<file path="config.mk">
export PLATFORM = sky130hd
export DESIGN_NAME = pcter_cfg_regs
export DESIGN_NICKNAME = d
export VERILOG_FILES = /design/src/verilog/pcter_pkg.sv /design/src/verilog/pcter_frame_if.sv /design/src/verilog/pcter_byte_reg.sv /design/src/verilog/pcter_sof_timer.sv /design/src/verilog/pcter_cfg_regs.sv
export SDC_FILE = /design/constraint.sdc
export NUM_CORES = 1
export LEC_CHECK = 0
export ABC_CLOCK_PERIOD_IN_PS = 9140
export BUFFER_PORTS_ARGS = -buffer_cell sky130_fd_sc_hd__buf_2
export CORE_MARGIN = 2
export CORE_UTILIZATION = 52
export DETAILED_ROUTE_END_ITERATION = 10
export HOLD_SLACK_MARGIN = 0.02
export PLACE_DENSITY = 0.76
export RECOVER_POWER = 25
export SLEW_MARGIN = 15
export SYNTH_ARGS = -nofsm -noshare
export SYNTH_HDL_FRONTEND = slang
export SYNTH_HIERARCHICAL = 1
export SYNTH_SLANG_ARGS = --single-unit
</file>
<file path="constraint.sdc">
create_clock -name sys_clk -period 9.14 [get_ports sys_clk]
set_input_delay 1.371 -clock sys_clk [delete_from_list [all_inputs] [get_ports sys_clk]]
set_output_delay 1.371 -clock sys_clk [all_outputs]
set_load 0.05 [all_outputs]
</file>
<file path="src/verilog/pcter_pkg.sv">
package pcter_pkg;

  // ----------------------------------------------------------------
  // configuration offsets (byte addresses)
  // ----------------------------------------------------------------
  localparam logic [7:0]  OFS_INT_PIN      = 8'h3d;
  localparam logic [7:0]  OFS_MIN_GNT      = 8'h3e;
  localparam logic [7:0]  OFS_MAX_LAT      = 8'h3f;
  localparam logic [7:0]  OFS_RELEASE      = 8'h60;
  localparam logic [7:0]  OFS_FRAME_ADJ    = 8'h61;
  localparam logic [7:0]  OFS_WAKE_MASK    = 8'h62;

  // dword indices of the two configuration words
  localparam logic [5:0]  IDX_TAIL         = OFS_INT_PIN[7:2];
  localparam logic [5:0]  IDX_EHCI         = OFS_RELEASE[7:2];

  // ----------------------------------------------------------------
  // reset values and field layout
  // ----------------------------------------------------------------
  localparam logic [7:0]  INT_PIN_RST      = 8'h01;
  localparam logic [7:0]  MIN_GNT_RST_FS   = 8'h01;
  localparam logic [7:0]  MIN_GNT_RST_HS   = 8'h02;
  localparam logic [7:0]  MAX_LAT_RST_FS   = 8'h2a;
  localparam logic [7:0]  MAX_LAT_RST_HS   = 8'h10;
  localparam logic [7:0]  RELEASE_VAL      = 8'h20;
  localparam logic [7:0]  FRAME_ADJ_RST    = 8'h20;
  localparam logic [7:0]  FRAME_ADJ_MASK   = 8'h3f;
  localparam int          FRAME_ADJ_W      = 6;
  localparam logic [15:0] WAKE_MASK_RST    = 16'h001f;
  localparam logic [7:0]  FULL_MASK        = 8'hff;

  // interrupt pin encodings
  localparam logic [7:0]  INT_PIN_NONE     = 8'h00;
  localparam logic [7:0]  INT_PIN_A        = 8'h01;
  localparam logic [7:0]  INT_PIN_D        = 8'h04;

  // ----------------------------------------------------------------
  // timing
  // ----------------------------------------------------------------
  localparam int          SYS_CLK_MHZ      = 40;
  localparam int          SYS_CLK_NS       = 25;
  localparam int          HS_CLK_MHZ       = 480;
  localparam int          HS_PER_CLK       = HS_CLK_MHZ / SYS_CLK_MHZ;
  localparam int          GRANT_UNIT_NS    = 250;
  localparam int          GRANT_UNIT_CLKS  = GRANT_UNIT_NS / SYS_CLK_NS;
  localparam int          SOF_BASE         = 59488;
  localparam int          SOF_STEP         = 16;

endpackage

</file>
<file path="src/verilog/pcter_frame_if.sv">
`timescale 1ns/1ps
`default_nettype none

interface pcter_frame_if;
  logic [5:0]  frame_adj;
  logic        sof_pulse;
  logic [15:0] sof_length;

  modport regs  (output frame_adj, input sof_pulse, input sof_length);
  modport timer (input frame_adj, output sof_pulse, output sof_length);
endinterface

`default_nettype wire

</file>
<file path="src/verilog/pcter_byte_reg.sv">
`timescale 1ns/1ps
`default_nettype none

module pcter_byte_reg
  import pcter_pkg::*;
#(
  parameter logic [7:0] RST_VAL = 8'h00,
  parameter logic [7:0] WR_MASK = 8'hff
) (
  // clock and reset
  input  wire logic       clk,
  input  wire logic       rst_n,
  // write port
  input  wire logic       wr_en,
  input  wire logic [7:0] wr_data,
  // contents
  output logic      [7:0] value
);

  logic [7:0] value_ff;

  // ------------------------------------------------------------
  // storage; masked bits keep their reset value
  // ------------------------------------------------------------
  always_ff @(posedge clk or negedge rst_n) begin
    if (!rst_n) begin
      value_ff <= RST_VAL;
    end else if (wr_en) begin
      value_ff <= (value_ff & ~WR_MASK) | (wr_data & WR_MASK);
    end
  end

  assign value = value_ff;

endmodule

`default_nettype wire

</file>
<file path="src/verilog/pcter_sof_timer.sv">
`timescale 1ns/1ps
`default_nettype none

module pcter_sof_timer
  import pcter_pkg::*;
(
  // clock and reset
  input  wire logic   clk,
  input  wire logic   rst_n,
  // frame control
  pcter_frame_if.timer frm
);

  logic [16:0] acc_ff;
  logic [15:0] len_ff;
  logic        sof_ff;
  logic [16:0] nxt_acc;
  logic [15:0] nxt_len;

  // ------------------------------------------------------------
  // high-speed bit times accumulate at the system clock rate
  // ------------------------------------------------------------
  always_comb begin
    nxt_len = 16'(SOF_BASE + SOF_STEP * int'(frm.frame_adj));
    nxt_acc = acc_ff + 17'(HS_PER_CLK);
  end

  always_ff @(posedge clk or negedge rst_n) begin
    if (!rst_n) begin
      acc_ff <= 17'h00000;
      len_ff <= 16'(SOF_BASE + SOF_STEP * int'(FRAME_ADJ_RST));
      sof_ff <= 1'b0;
    end else if (nxt_acc >= {1'b0, len_ff}) begin
      acc_ff <= nxt_acc - {1'b0, len_ff};
      len_ff <= nxt_len;
      sof_ff <= 1'b1;
    end else begin
      acc_ff <= nxt_acc;
      sof_ff <= 1'b0;
    end
  end

  assign frm.sof_pulse  = sof_ff;
  assign frm.sof_length = len_ff;

endmodule

`default_nettype wire

</file>
<file path="src/verilog/pcter_cfg_regs.sv">
`timescale 1ns/1ps
`default_nettype none

// Behaviour
// - interrupt pin select is 8-bit read/write, resets to 01h (first line).
// - pin codes 1..4 select lines A..D; zero means no interrupt pin.
// - minimum grant and maximum latency count in 250 ns units.
// - zero in both grant and latency means no latency demand.
// - minimum grant 8-bit read/write, resets 01h full-speed, 02h enhanced.
// - maximum latency 8-bit read/write, resets 2ah full-speed, 10h enhanced.
// - only enhanced function has release, frame adjust and wake mask words.
// - release number is read-only and always reads 20h.
// - new frame adjust value changes following start-of-frame intervals.
// - frame adjust bits 7..6 read zero; field resets to 20h.
// - frame length is 59488 plus 16 per step, in 480 MHz periods.
module pcter_cfg_regs
  import pcter_pkg::*;
#(
  parameter bit IS_ENHANCED = 1'b1
) (
  // clock and reset
  input  wire logic        sys_clk,
  input  wire logic        rst_n,
  // configuration access
  input  wire logic        cfg_req,
  input  wire logic        cfg_we,
  input  wire logic [5:0]  cfg_idx,
  input  wire logic [3:0]  cfg_be,
  input  wire logic [31:0] cfg_wdata,
  output logic             cfg_ack,
  output logic      [31:0] cfg_rdata,
  // function settings
  output logic      [3:0]  int_line_sel,
  output logic      [11:0] min_grant_cycles,
  output logic      [11:0] max_latency_cycles,
  output logic             latency_demand,
  output logic      [15:0] port_wake_capability_mask,
  // frame timing
  output logic             sof_pulse,
  output logic      [15:0] sof_length
);

  localparam logic [7:0] MIN_GNT_RST = IS_ENHANCED ? MIN_GNT_RST_HS : MIN_GNT_RST_FS;
  localparam logic [7:0] MAX_LAT_RST = IS_ENHANCED ? MAX_LAT_RST_HS : MAX_LAT_RST_FS;

  logic [1:0]  rst_sync_ff;
  logic        rst_int_n;
  logic        wr_tail;
  logic        wr_ehci;
  logic        hit_ehci;
  logic [7:0]  interrupt_pin_select;
  logic [7:0]  minimum_grant_time;
  logic [7:0]  maximum_latency_time;
  logic [7:0]  frame_length_adjust;
  logic [7:0]  wake_lo;
  logic [7:0]  wake_hi;
  logic [31:0] nxt_rdata;
  logic        ack_ff;
  logic [31:0] rdata_ff;
  logic [3:0]  line_ff;
  logic [11:0] grant_ff;
  logic [11:0] latency_ff;
  logic        demand_ff;

  pcter_frame_if frm ();

  // ----------------------------------------------------------------
  // reset release
  // ----------------------------------------------------------------
  always_ff @(posedge sys_clk or negedge rst_n) begin
    if (!rst_n) begin
      rst_sync_ff <= 2'b00;
    end else begin
      rst_sync_ff <= {rst_sync_ff[0], 1'b1};
    end
  end

  assign rst_int_n = rst_sync_ff[1];

  // ----------------------------------------------------------------
  // write decode
  // ----------------------------------------------------------------
  assign hit_ehci = IS_ENHANCED && (cfg_idx == IDX_EHCI);
  assign wr_tail  = cfg_req && cfg_we && (cfg_idx == IDX_TAIL);
  assign wr_ehci  = cfg_req && cfg_we && hit_ehci;

  // ----------------------------------------------------------------
  // header tail registers
  // ----------------------------------------------------------------
  pcter_byte_reg #(.RST_VAL(INT_PIN_RST), .WR_MASK(FULL_MASK)) u_int_pin (
    .clk     (sys_clk),
    .rst_n   (rst_int_n),
    .wr_en   (wr_tail && cfg_be[1]),
    .wr_data (cfg_wdata[15:8]),
    .value   (interrupt_pin_select)
  );

  pcter_byte_reg #(.RST_VAL(MIN_GNT_RST), .WR_MASK(FULL_MASK)) u_min_gnt (
    .clk     (sys_clk),
    .rst_n   (rst_int_n),
    .wr_en   (wr_tail && cfg_be[2]),
    .wr_data (cfg_wdata[23:16]),
    .value   (minimum_grant_time)
  );

  pcter_byte_reg #(.RST_VAL(MAX_LAT_RST), .WR_MASK(FULL_MASK)) u_max_lat (
    .clk     (sys_clk),
    .rst_n   (rst_int_n),
    .wr_en   (wr_tail && cfg_be[3]),
    .wr_data (cfg_wdata[31:24]),
    .value   (maximum_latency_time)
  );

  // ----------------------------------------------------------------
  // enhanced function registers
  // ----------------------------------------------------------------
  pcter_byte_reg #(.RST_VAL(FRAME_ADJ_RST), .WR_MASK(FRAME_ADJ_MASK)) u_frame_adj (
    .clk     (sys_clk),
    .rst_n   (rst_int_n),
    .wr_en   (wr_ehci && cfg_be[1]),
    .wr_data (cfg_wdata[15:8]),
    .value   (frame_length_adjust)
  );

  pcter_byte_reg #(.RST_VAL(WAKE_MASK_RST[7:0]), .WR_MASK(FULL_MASK)) u_wake_lo (
    .clk     (sys_clk),
    .rst_n   (rst_int_n),
    .wr_en   (wr_ehci && cfg_be[2]),
    .wr_data (cfg_wdata[23:16]),
    .value   (wake_lo)
  );

  pcter_byte_reg #(.RST_VAL(WAKE_MASK_RST[15:8]), .WR_MASK(FULL_MASK)) u_wake_hi (
    .clk     (sys_clk),
    .rst_n   (rst_int_n),
    .wr_en   (wr_ehci && cfg_be[3]),
    .wr_data (cfg_wdata[31:24]),
    .value   (wake_hi)
  );

  // ----------------------------------------------------------------
  // start-of-frame timer
  // ----------------------------------------------------------------
  assign frm.frame_adj = frame_length_adjust[FRAME_ADJ_W-1:0];

  pcter_sof_timer u_sof (
    .clk   (sys_clk),
    .rst_n (rst_int_n),
    .frm   (frm)
  );

  assign sof_pulse  = frm.sof_pulse;
  assign sof_length = frm.sof_length;

  // ----------------------------------------------------------------
  // read mux; unmapped words and byte 0x3c return nothing
  // ----------------------------------------------------------------
  always_comb begin
    nxt_rdata = 32'h00000000;
    if (cfg_idx == IDX_TAIL) begin
      nxt_rdata = {maximum_latency_time, minimum_grant_time, interrupt_pin_select, 8'h00};
    end else if (hit_ehci) begin
      nxt_rdata = {wake_hi, wake_lo, frame_length_adjust, RELEASE_VAL};
    end
  end

  always_ff @(posedge sys_clk or negedge rst_int_n) begin
    if (!rst_int_n) begin
      ack_ff   <= 1'b0;
      rdata_ff <= 32'h00000000;
    end else begin
      ack_ff <= cfg_req;
      if (cfg_req && !cfg_we) begin
        rdata_ff <= nxt_rdata;
      end
    end
  end

  assign cfg_ack   = ack_ff;
  assign cfg_rdata = rdata_ff;

  // ----------------------------------------------------------------
  // settings presented to the function
  // ----------------------------------------------------------------
  always_ff @(posedge sys_clk or negedge rst_int_n) begin
    if (!rst_int_n) begin
      line_ff <= 4'h1;
    end else if ((interrupt_pin_select >= INT_PIN_A) && (interrupt_pin_select <= INT_PIN_D)) begin
      line_ff <= 4'(4'h1 << (interrupt_pin_select[1:0] - 2'h1));
    end else begin
      line_ff <= 4'h0;
    end
  end

  always_ff @(posedge sys_clk or negedge rst_int_n) begin
    if (!rst_int_n) begin
      grant_ff   <= 12'(int'(MIN_GNT_RST) * GRANT_UNIT_CLKS);
      latency_ff <= 12'(int'(MAX_LAT_RST) * GRANT_UNIT_CLKS);
    end else begin
      grant_ff   <= 12'(int'(minimum_grant_time) * GRANT_UNIT_CLKS);
      latency_ff <= 12'(int'(maximum_latency_time) * GRANT_UNIT_CLKS);
    end
  end

  always_ff @(posedge sys_clk or negedge rst_int_n) begin
    if (!rst_int_n) begin
      demand_ff <= 1'b1;
    end else begin
      demand_ff <= (minimum_grant_time != 8'h00) || (maximum_latency_time != 8'h00);
    end
  end

  assign int_line_sel              = line_ff;
  assign min_grant_cycles          = grant_ff;
  assign max_latency_cycles        = latency_ff;
  assign latency_demand            = demand_ff;
  assign port_wake_capability_mask = IS_ENHANCED ? {wake_hi, wake_lo} : 16'h0000;

  // ----------------------------------------------------------------
  // checks
  // ----------------------------------------------------------------
  logic [12:0] gap_ff;

  always_ff @(posedge sys_clk or negedge rst_int_n) begin
    if (!rst_int_n) begin
      gap_ff <= 13'h0000;
    end else if (frm.sof_pulse) begin
      gap_ff <= 13'h0001;
    end else if (gap_ff != 13'h1fff && gap_ff != 13'h0000) begin
      gap_ff <= gap_ff + 13'h0001;
    end
  end
endmodule

`default_nettype wire

</file>
* Yosys cells after proc, flatten, opt, wreduce, memory -nomap -nowiden
Index checks and enable logic that the tools add are counted.
Storage, ports and cells: register bits after elaboration 144, input bits 46, word-level logic and storage cells 49, output and inout port bits 95
Cells by class: shift-type cells 1, magnitude comparators 3, $add $sub $neg 4, reduce and logical (&&, ||, !) cells 15, equal/unequal tests 2, multiplexer cells 5, bitwise operators 1, $mul 2
Operator list (number):
- $mux W32 | 2
- $mul A8 B3 Y11 const B | 2
- $add A17 B4 Y17 const B | 1
- $ge A17 B16 Y1 | 1
- $mux W17 | 1
- $sub A17 B16 Y17 | 1
- $add A16 B10 Y16 const A | 1
- $reduce_bool A8 Y1 | 2
- $logic_and A1 B1 Y1 | 11
- $ge A8 B1 Y1 const B | 1
- $le A8 B3 Y1 const B | 1
- $or A8 B6 Y8 | 1
- $eq A6 B4 Y1 const B | 1
- $eq A6 B5 Y1 const B | 1
- $mux W4 | 1
- $shl A1 B2 Y4 const A | 1
- $sub A2 B1 Y2 const B | 1
- $logic_not A1 Y1 | 1
- $logic_or A1 B1 Y1 | 1
- $mux W1 | 1

* Logic depth before layout (Yosys ltp)
word-level depth 3, depth in mapped cells 14

* Hierarchy
The synthesis kept the hierarchy.
By module, submodules not included:
- pcter_cfg_regs | area each 3026.7 um^2, cells an instance 309, times used 1, sequential area each 1383.8 um^2
- pcter_sof_timer | area each 1774.2 um^2, cells an instance 188, times used 1, sequential area each 579.3 um^2
- pcter_byte_reg (u_int_pin ...) | area each 332.8 um^2, cells an instance 17, times used 3, sequential area each 201.4 um^2
- pcter_byte_reg (u_wake_lo) | area each 337.8 um^2, cells an instance 17, times used 1, sequential area each 206.4 um^2
- pcter_byte_reg (u_wake_hi) | area each 331.6 um^2, cells an instance 17, times used 1, sequential area each 200.2 um^2
- pcter_byte_reg (u_frame_adj) | area each 271.5 um^2, cells an instance 16, times used 1, sequential area each 151.4 um^2

* Worst setup path before layout
OpenSTA, ideal clock, no wires.
kind input -> register, start in cfg_idx[0], end reg u_wake_hi.value_ff[0] (netlist: u_wake_hi/value[0]), required time 9.015 ns, stages on the path 6, arrival time 2.652 ns, setup slack 6.363 ns, cells stage by stage nor4b_4 -> buf_6 -> nand2_1 -> nor2_1 -> buf_6 -> mux2_4
Between the ends: longest elaborated chain between the ends 3
RTL lines:
- start: declaration | line pcter_cfg_regs.sv:27 | input wire logic [5:0] cfg_idx,
- $eq A6 B5 Y1 | line pcter_cfg_regs.sv:83 | assign hit_ehci = IS_ENHANCED && (cfg_idx == IDX_EHCI);
- $logic_and A1 B1 Y1 | line pcter_cfg_regs.sv:85 | assign wr_ehci = cfg_req && cfg_we && hit_ehci;
- $logic_and A1 B1 Y1 | line pcter_cfg_regs.sv:136 | .wr_en (wr_ehci && cfg_be[3]),
- end signal: assignment | line pcter_byte_reg.sv:29 | value_ff <= (value_ff & ~WR_MASK) | (wr_data & WR_MASK);
- end: declaration | line pcter_byte_reg.sv:20 | logic [7:0] value_ff;
No other way between the ends. A chain may end at the register's enable or synchronous reset.

* Worst setup path after layout
start reg u_sof.acc_ff[2], end reg u_sof.acc_ff[6]
Between the ends: longest elaborated chain between the ends 3, elaborated cells on any way between the ends 4, classes of those cells add/sub (2); order compare (1); mux (1)
RTL lines:
- start: declaration | line pcter_sof_timer.sv:14 | logic [16:0] acc_ff;
- start signal: assignment | line pcter_sof_timer.sv:34 | acc_ff <= nxt_acc - {1'b0, len_ff};
- start signal: assignment | line pcter_sof_timer.sv:38 | acc_ff <= nxt_acc;
- $add A17 B4 Y17 (*) | line pcter_sof_timer.sv:25 | nxt_acc = acc_ff + 17'(HS_PER_CLK);
- net u_sof.nxt_acc[2] | line pcter_sof_timer.sv:17 | logic [16:0] nxt_acc;
- $sub A17 B16 Y17 / $ge A17 B16 Y1 (equally long branches) | line pcter_sof_timer.sv:34, pcter_sof_timer.sv:33
- $mux W17 (*) | line pcter_sof_timer.sv:33 | end else if (nxt_acc >= {1'b0, len_ff}) begin
Mark *: on every way through the listed nets, which the timed path passes. The rest lies on a longest branch.

==> reports/metrics.yaml <==
outcome: "finished, violations left"
violations: "capacitance limit, slew limit"
wl_mm: 15.49
core_area_um2: 12620
fin_setup_tns_ps: 0
num_io_pins: 141
critical_path_class: "reg -> reg"
async_reset_ff_frac: 1.000
hold_violations: 0
cts_tree: "yes"
grt_pass1_wl_mm: 25.58
p_int_mw: 1.120
antennaDiodeCount: 0
critical_path.cell_chain: "inv_1 > ha_1 > nor2_1 > and3_1 > xor2_1 > ha_1 > a21oi_1 > o21ai_0 > o22ai_1 > a21o_1 > mux2_2"
post-route-util: 0.6248
die_w_um: 117.9
start_util: 0.5341
cp_max_fo: 16
routedWlPerCell_um: 17.48
drt-met1-wl_mm: 6.563
grt_use_total: 0.2319
syn_inst: 598
initialDrtViolationCount: 228
combinationalPowerShare: 0.145
powerDensity_nw_per_um2: 197.7
dr_wl_met3_mm: 1.031
swShare: 0.2815
critPathMostFrequentCell: "ha_1"
grt_max_degree: 64
worstMarginPinSlew_ps: 2453
ys_ff_latch: 124
period_share: 0.3845
critical-path-top-delay-family: "compound AO/OA/AOI/OAI gates"
cap_violations: 1
worstSkewPairLatency_ps: 420
clkTransAtPathRegs_ps: 50
dp_slack_ps: 5515
clkPwrFrac: 0.461
min_period_ps: 3514
top_layer: "met4"
cts-root-buf: "clkbuf_16"
grt_pass1_vias: 5112
p_switching_uw: 438.9
finalWorstSetupSlack_ps: 5626
start_kind: "flop"
required_ps: 9440
first_pass_iters: 5
yosysTopAreaCell: "dfrtp_1"
wl_met2_mm: 7.541
grt_overflow_total: 0
route.detailed.drc: 0
drv_slew: 64
ys.warnings.count: 6
die_height_um: 117.9
cts-buffers-inserted: 17
cts_sinks: 124
cts.htree.levels: 4
layout-drive-gt1-share: 0.3165
fin_nets: 784
ant_nets: 0
cts_hold_buf: 0
leakagePower_nw: 3.826
setup_viol: 0
synth_area_leaders: "dfrtp_1 (39%), mux2_4 (11%), dfstp_2 (7.0%), ha_1 (6.3%), nand3_1 (4.1%)"
routabilityCongestion: 0.8401
pwr-share-seq: 0.394
io_buffer_count: 113
yosysSeqAreaShare: 0.4637
fmax_mhz: 284.6
end_kind: "flop"
crit_path_max_incr_delay_ps: 650
power_mw: 1.559
synth.distinct_cells: 60
peakVddDrop_mv: 0.1659
synth.top_cell.area_share: 0.3935
design_area_um2: 7885
clockBufferDepth: 2
cts_resized: 0
post-cts-setup-buffer-count: 0
skew_ps: 7.298
crit_arrival_ps: 3820
dp_hpwl_mm: 10.45
synth_edf_count: 0
min_path_type: "reg -> reg"
slowest_stage: "a21o_1"
vias: 4968
grt_antenna_before_repair: 0
viasPerCell: 5.607
avgSynthCellArea_um2: 11.27
netlist_area_um2: 6740
rsz0062_at_grt: "no"
post_dp_cell_area_um2: 7256
maxSlewHeadroom: -0.6351
ys.flop_type: "dfrtp_1"
area_delta_synth_final_pct: 16.99
die_area_um2: 13890
critical_path_buf_inv_count: 1
row_count: 41
-- sequential cells by signal, summed over array words and instances (netlist names), 6 cells and up --
signal / flops
cfg_rdata: 25
max_latency_cycles: 11
min_grant_cycles: 11
u_frame_adj/value: 6
u_int_pin/value: 8
u_max_lat/value: 8
u_min_gnt/value: 8
u_sof/acc_ff: 15
u_sof/frm.sof_length: 7
u_wake_hi/value: 8
u_wake_lo/value: 8
-- metal layers --
layer / GRT usage / vias to the layer above
met5: 0 / -
met4: 0.09337 / 0
met3: 0.06880 / 28
met2: 0.3765 / 204
met1: 0.2909 / 2440
li1: - / 2296
-- per-stage QoR --
stage,std cells,hold WS [ps]
global placement,854,340.4
finish,886,358.2
global route,886,378.5
CTS,886,358.6
detailed placement,854,336.3
floorplan,614,331.2
-- final timing paths --
path	start	to	slack, ps	cells past startpoint
setup / recovery	u_sof/acc_ff[2]	u_sof/acc_ff[6]	5630	11
hold / removal	rst_sync_ff[0]	rst_sync_ff[1]	360	0
setup reg to reg	u_sof/acc_ff[2]	u_sof/acc_ff[6]	5630	11
hold reg to reg	rst_sync_ff[0]	rst_sync_ff[1]	360	0
max in group asynchronous	rst_sync_ff[1]	min_grant_cycles[7]	6280	1
min in group asynchronous	rst_n	rst_sync_ff[1]	720	1
-- cell usage after synthesis (all sizes together) (14+ instances only) --
cell   number
mux2       54
o21ai      19
nand3      56
a21oi      15
buf        41
a31oi      28
ha         34
dfrtp     106
nor2       52
nand2      14
inv        31
dfstp      18
-- layout by cell type, fill, tap and decap left out, types with 14 or more instances in the layout --
master and instances:
a21oi_1 14, dfstp_2 17, nand2_1 14, buf_2 111, clkbuf_16 17, nor2_1 52
dfrtp_1 106, conb_1 21, ha_1 34, a31oi_1 28, inv_1 31, nand3_1 55
o21ai_0 19, mux2_4 48
-- kinds of logic (layout without fill, tap and decap cells) --
group	count (synthesis)	in the layout	share of synthesized area
xor gates and xnor gates	24	24	0.03230
other	5	21	0.002785
AOI/OAI and AO/OA	97	97	0.09486
adders and majority gates	37	37	0.07203
and+or+nand+nor	170	170	0.1342
DFF	124	124	0.4637
buffers and inverters	80	180	0.07277
muxes	61	61	0.1273
-- power by group through the flow --
stage	logic, mW	registers (mW)	clock network, mW
after floorplan	0.0813	0.714	0
after global placement	0.221	0.622	0
after detailed placement	0.225	0.623	0
after CTS	0.227	0.615	0.726
after global routing	0.239	0.619	0.752
final	0.226	0.614	0.719
-- final cells by class --
class / count / area (um^2)
multi-input cells: 410 / 3199
clock buffers: 21 / 470.5
repair buffers: 117 / 593.1
well taps: 172 / 215.2
fillers: 984 / 4735
inverters: 31 / 116.4
clock inverters: 11 / 165.2
flip-flops and latches: 124 / 3126
No activity file was read; power rests on OpenSTA's default activity.
